### config.mk
export PLATFORM = sky130hd
export DESIGN_NAME = ixm_indexed_move_exec
export DESIGN_NICKNAME = d
export VERILOG_FILES = /design/src/rtl/ixm_indexed_move_exec.v
export VERILOG_INCLUDE_DIRS = /design/src /design/src/rtl
export SDC_FILE = /design/constraint.sdc
export NUM_CORES = 1
export LEC_CHECK = 0
export ABC_AREA = 1
export BUFFER_PORTS_ARGS = -buffer_cell sky130_fd_sc_hd__buf_2
export CORE_AREA = 2 2 109 111
export DETAILED_ROUTE_END_ITERATION = 7
export DIE_AREA = 0 0 111 113
export PLACE_DENSITY = 0.86
export RECOVER_POWER = 100
export SLEW_MARGIN = 10
export SYNTH_ARGS = -nofsm -noshare
export SYNTH_HDL_FRONTEND = slang
export SYNTH_SLANG_ARGS = --single-unit
export TNS_END_PERCENT = 1
### constraint.sdc
create_clock -name ref_clk -period 2.1 [get_ports ref_clk]
set_clock_uncertainty 0.1 [all_clocks]
set_input_delay 0.315 -clock ref_clk [delete_from_list [all_inputs] [get_ports ref_clk]]
set_output_delay 0.315 -clock ref_clk [all_outputs]
set_load 0.005 [all_outputs]
### src/rtl/ixm_defines.vh
`ifndef IXM_DEFINES_VH
`define IXM_DEFINES_VH

// ----------------------------------------
// instruction cycle phases
// ----------------------------------------
`define IXM_Q1 2'h0
`define IXM_Q2 2'h1
`define IXM_Q3 2'h2
`define IXM_Q4 2'h3

// ----------------------------------------
// opcode prefixes, select bit and call word
// ----------------------------------------
`define IXM_MOVE_PREFIX 8'heb
`define IXM_SEL_BIT 7
`define IXM_WORD2_PREFIX 4'hf
`define IXM_CALL_W_WORD 16'h0014

// ----------------------------------------
// indirect access registers (arbitrary placement)
// ----------------------------------------
`define IXM_IND0_ADDR 12'hff0
`define IXM_IND1_ADDR 12'hff1
`define IXM_IND2_ADDR 12'hff2
`define IXM_IND_READ_VALUE 8'h00

// ----------------------------------------
// program counter step to the next instruction
// ----------------------------------------
`define IXM_PC_STEP 21'h000002

`endif

### src/rtl/ixm_indexed_move_exec.v
`timescale 1ns/1ps
`include "ixm_defines.vh"

module ixm_indexed_move_exec (
	// clock and reset
	input wire ref_clk,
	input wire sys_rst,
	// instruction stream
	input wire instr_valid,
	input wire [15:0] instr_word,
	// core state
	input wire [11:0] frame_pointer,
	input wire [7:0] working_register,
	input wire [7:0] pc_high_latch,
	input wire [7:0] pc_upper_latch,
	input wire [20:0] pc_value,
	// data memory
	input wire [7:0] mem_rd_data,
	output reg mem_rd_en_q,
	output reg mem_wr_en_q,
	output reg [11:0] mem_addr_q,
	output reg [7:0] mem_wr_data_q,
	// stack and pc
	output reg stack_push_q,
	output reg [20:0] stack_push_data_q,
	output reg pc_load_q,
	output reg [20:0] pc_load_value_q,
	// status
	output reg [1:0] phase_q,
	output reg busy_q,
	output reg seq_error_q
);

	// ----------------------------------------
	// states
	// ----------------------------------------
	localparam ST_IDLE = 2'h0;
	localparam ST_FILE2 = 2'h1;
	localparam ST_INDEX2 = 2'h2;
	localparam ST_CALL2 = 2'h3;

	// ----------------------------------------
	// decode helpers
	// ----------------------------------------
	function is_indirect;
		input [11:0] addr;
		begin
			is_indirect = (addr == `IXM_IND0_ADDR) || (addr == `IXM_IND1_ADDR) ||
				(addr == `IXM_IND2_ADDR);
		end
	endfunction

	// offset is unsigned; the sum wraps inside the 4 KB space
	function [11:0] fp_offset;
		input [11:0] fp;
		input [6:0] ofs;
		begin
			fp_offset = fp + {5'h00, ofs};
		end
	endfunction

	reg [1:0] state_q;
	reg [1:0] cyc_q;
	reg [6:0] src_ofs_q;
	reg [11:0] src_addr_q;
	reg [11:0] dst_addr_q;
	reg [7:0] data_q;
	reg dst_skip_q;
	reg second_q;

	wire take_q1 = (phase_q == `IXM_Q1) && instr_valid;
	wire is_move = (instr_word[15:8] == `IXM_MOVE_PREFIX);
	wire word2_ok = (instr_word[15:12] == `IXM_WORD2_PREFIX);

	// ----------------------------------------
	// phase counter and sequencer
	// ----------------------------------------
	always @(posedge ref_clk)
	begin
		if (sys_rst)
		begin
			phase_q <= `IXM_Q1;
			state_q <= ST_IDLE;
			cyc_q <= 2'h0;
			busy_q <= 1'b0;
			seq_error_q <= 1'b0;
			src_ofs_q <= 7'h00;
			src_addr_q <= 12'h000;
			dst_addr_q <= 12'h000;
			data_q <= 8'h00;
			dst_skip_q <= 1'b0;
			second_q <= 1'b0;
			mem_rd_en_q <= 1'b0;
			mem_wr_en_q <= 1'b0;
			mem_addr_q <= 12'h000;
			mem_wr_data_q <= 8'h00;
			stack_push_q <= 1'b0;
			stack_push_data_q <= 21'h000000;
			pc_load_q <= 1'b0;
			pc_load_value_q <= 21'h000000;
		end
		else
		begin
			phase_q <= phase_q + 2'h1;
			seq_error_q <= 1'b0;
			mem_rd_en_q <= 1'b0;
			mem_wr_en_q <= 1'b0;
			stack_push_q <= 1'b0;
			pc_load_q <= 1'b0;
			case (state_q)
			ST_IDLE:
			begin
				if (take_q1 && is_move)
				begin
					src_ofs_q <= instr_word[6:0];
					busy_q <= 1'b1;
					second_q <= 1'b0;
					state_q <= instr_word[`IXM_SEL_BIT] ? ST_INDEX2 : ST_FILE2;
				end
				else if (take_q1 && (instr_word == `IXM_CALL_W_WORD))
				begin
					busy_q <= 1'b1;
					second_q <= 1'b0;
					state_q <= ST_CALL2;
				end
			end
			ST_FILE2, ST_INDEX2:
			begin
				if (!second_q)
				begin
					// first cycle: form source address, read it in Q4
					if (phase_q == `IXM_Q2)
						src_addr_q <= fp_offset(frame_pointer, src_ofs_q);
					if (phase_q == `IXM_Q3)
					begin
						mem_rd_en_q <= 1'b1;
						mem_addr_q <= src_addr_q;
					end
					if (phase_q == `IXM_Q4)
					begin
						// indirect registers read as zero, never their target
						data_q <= is_indirect(src_addr_q) ? `IXM_IND_READ_VALUE : mem_rd_data;
						second_q <= 1'b1;
					end
				end
				else
				begin
					// second cycle: no dummy read, write in Q4
					if (phase_q == `IXM_Q1)
					begin
						if (!instr_valid || !word2_ok)
						begin
							// a bad second word aborts with no write
							seq_error_q <= 1'b1;
							busy_q <= 1'b0;
							state_q <= ST_IDLE;
						end
						else if (state_q == ST_FILE2)
						begin
							dst_addr_q <= instr_word[11:0];
							dst_skip_q <= 1'b0;
						end
						else
						begin
							dst_addr_q <= fp_offset(frame_pointer, instr_word[6:0]);
							dst_skip_q <= is_indirect(fp_offset(frame_pointer, instr_word[6:0]));
						end
					end
					if (phase_q == `IXM_Q3)
					begin
						// an indexed destination on an indirect register runs as a nop
						mem_wr_en_q <= !dst_skip_q;
						mem_addr_q <= dst_addr_q;
						mem_wr_data_q <= data_q;
					end
					if (phase_q == `IXM_Q4)
					begin
						busy_q <= 1'b0;
						state_q <= ST_IDLE;
					end
				end
			end
			ST_CALL2:
			begin
				if (phase_q == `IXM_Q2)
				begin
					stack_push_q <= 1'b1;
					stack_push_data_q <= pc_value + `IXM_PC_STEP;
				end
				if (phase_q == `IXM_Q3)
				begin
					// push lands before the pc load so the return address is the old pc plus 2
					pc_load_q <= 1'b1;
					pc_load_value_q <= {pc_upper_latch[4:0], pc_high_latch, working_register};
				end
				if (phase_q == `IXM_Q4)
					cyc_q <= cyc_q + 2'h1;
				if ((phase_q == `IXM_Q4) && (cyc_q == 2'h1))
				begin
					// second cycle repeats the Q2 push and the Q3 pc load, then returns to idle
					cyc_q <= 2'h0;
					busy_q <= 1'b0;
					state_q <= ST_IDLE;
				end
			end
			default:
			begin
				busy_q <= 1'b0;
				state_q <= ST_IDLE;
			end
			endcase
		end
	end

endmodule // ixm_indexed_move_exec
==> summary.txt <==
status -> finished clean
ys flop type -> dfxtp_1
number of global-route vias before repair -> 5735
commonest non-fill, non-tap cells in the layout -> nand2_1, nor2_1, dfxtp_1
Hold EP -> data_q[7]
Die Y -> 113 microns
Area contributors post-synth -> dfxtp_1, nand2_1, nor2_1, inv_1, a21oi_1
crit-path max FO -> 4
DRT iter0 DRCs -> 483
Layout area overhead -> 26.2%
# DRC -> 0
Pleak -> 3.53 nW
asr flop ratio synth -> 0%
critical path class -> flop to flop
CTS root buffer -> clkbuf_16
post-synthesis sequential area ratio -> 39.3%
die area -> 12500 sq um
grt total ovfl -> 0
drt pass-1 iters -> 5
Final setup viols -> 0
reg2reg start -> src_ofs_q[0]
Synth Cell Area -> 5860 sq um
WHS Path Cells -> 3
total track usage -> 26.4%
Yosys cell types -> 40
TritonCTS buffer count -> 17
largest net degree at the start of global routing -> 36
total routed wirelength -> 16.2 mm
Yosys warnings -> 0
RSZ-0062 raised after global routing -> yes
crit path time final -> 2.04 ns
Synth Register Bits -> 115
Final ANT Viol Nets -> 0
Yosys top cell by area -> dfxtp_1
DR WL/cell -> 14.1 microns
EDFF count, synth -> 0
hold_sp -> mem_rd_data[7]
via count -> 6136
proportion of layout cells with a drive suffix above 1 -> 17.6%
Final Max Tran Viols -> 0
number of I/O pins -> 154
final hold violations -> 0
placed cell count -> 1112
most common cell after layout, fill and taps aside -> nand2_1
synthesized area per cell -> 7.05 sq um
Power Dens Cells -> 834 nW/um^2
internal power -> 4.58 mW
clock latency at the later pin of the worst-skew pair -> 0.40 ns
Rows -> 39
Max-Cap Viols -> 0
Comb pwr share -> 14.6%
CTS tree -> yes
Nets -> 1097
Slew @ Worst Pin -> 0.629 ns
fmax -> 490 MHz
CP Launch Type -> flop
worst relative slew slack -> 58.0%
htree depth -> 4
clock buffer depth -> 2
initial antenna violation count -> 0
DR vias/cell -> 5.36
critical path required time -> 2.31 ns
reg2reg end -> src_addr_q[8]
die width -> 111 microns
area share of the largest cell type after synthesis -> 39.3%
# clock sinks -> 115
pre-CTS WS -> -0.0362 ns
first-pass GRT wire length -> 26.9 mm
share of total power in sequential cells -> 38.2%
number of hold buffers added after CTS -> 0
Clock Power Share -> 47.3%
CORE AREA -> 11300 sq um
part of the cycle the worst path needs -> 97.2%
Worst Slack Setup Final -> 0.0582 ns
Setup crit end kind -> flop
crit path DAT -> 2.25 ns
syn nets -> 940
starting density of the core -> 52.0%
Port Buffers -> 150
Hold/Removal Path Class -> primary input to flop
Post-CTS Resized -> 0
Reg2Reg Depth -> 11
post-CTS setup buffers -> 0
DP Wirelength -> 11.6 mm
switching power -> 1.58 mW
flop2flop setup slack -> 0.06 ns
worst vdd ir -> 827 uV
Antenna Cells -> 0
clock transition at the registers of the reported paths -> 0.05 ns
Non-Filler Instances -> 1144
Final Total Pwr -> 6.16 mW
RePlAce Congestion -> 0.977
switch share -> 25.7%
Syn Inst Count -> 831
==> state kept, by name, summed over array words and instances (netlist names) <==
| name | cells |
|---|---|
| pc_load_value_q | 21 |
| stack_push_data_q | 21 |
| dst_addr_q | 12 |
| mem_addr_q | 12 |
| src_addr_q | 12 |
| data_q | 8 |
| mem_wr_data_q | 8 |
| src_ofs_q | 7 |
| cyc_q | 2 |
| phase_q | 2 |
| state_q | 2 |
| busy_q | 1 |
| dst_skip_q | 1 |
| mem_rd_en_q | 1 |
| mem_wr_en_q | 1 |
| pc_load_q | 1 |
| second_q | 1 |
| seq_error_q | 1 |
| stack_push_q | 1 |
==> final cells by class <==
class	count	area, sq um
clock inverter	10	130
tap	143	179
inverter	106	398
sequential	115	2300
clock buffer	22	474
timing repair buffer	172	875
multi-input combinational	576	3040
fill	976	3880
==> through the flow <==
step	hold WS [ns]	setup TNS [ns]	cell area (sq um)	util, %
3_5_place_dp	0.330	-0.0579	6850	60.8
3_3_place_gp	0.330	0	6850	60.8
5_1_grt	0.0649	-0.0844	7390	65.6
2_1_floorplan	0.302	0	5860	-
6_report	0.0524	0	7390	65.6
4_1_cts	0.0360	0	7460	66.2
==> power by group through the flow <==
stage               clock network [mW]  registers (mW)  logic [mW]
floorplan                            0            2.39       0.529
global placement                     0            2.39       0.839
detailed placement                   0            2.39       0.853
CTS                               2.95            2.35       0.871
global route                      3.06            2.36        1.01
finish                            2.91            2.35       0.897
==> critical path, stage by stage (launching register included) <==
cell and delay (ns):
dfxtp_1 0.33, ha_1 0.17, inv_1 0.06, fa_1 0.39, nand3b_1 0.19, nand2_2 0.12
nand4_1 0.09, o211ai_1 0.17, or2_2 0.17, nand3_1 0.06, nand2_1 0.06, inv_1 0.03
==> per-layer routing <==
metal / GRT usage, % / wire, microns / part of all wire (%)
met5: 0 / 0 / 0
met4: 11.9 / 425 / 2.6
met3: 5.84 / 1230 / 7.6
met2: 42.0 / 7420 / 46
met1: 34.5 / 7090 / 44
==> worst max path at each step <==
stage,startpoint,end,depth (start not counted)
CTS,src_ofs_q[0],src_addr_q[10],10
floorplan,src_ofs_q[0],src_addr_q[10],10
global route,src_ofs_q[0],src_addr_q[8],11
global placement,frame_pointer[0],src_addr_q[8],12
detailed placement,frame_pointer[0],src_addr_q[10],11
finish,src_ofs_q[0],src_addr_q[8],11
==> cell usage after synthesis, drive strengths merged (8+ instances only) <==
cell / count
ha: 23
nor2: 118
o211ai: 28
o21ai: 73
buf: 9
dfxtp: 115
nand3: 52
nand4: 11
xor2: 8
a21oi: 73
nand2: 151
xnor2: 9
clkbuf: 25
nor3: 9
inv: 103
==> logic make-up after synthesis <==
group                    synth area share (%)
adder cells (fa/ha/maj)                  5.60
AND/OR/NAND/NOR                          25.7
XOR/XNOR                                 2.54
buffers and inverters                    9.14
flip-flops                               39.3
multiplexers                            0.192
AO/OA/AOI/OAI                            17.5
Note: power is estimated with default switching activity, not from simulation.
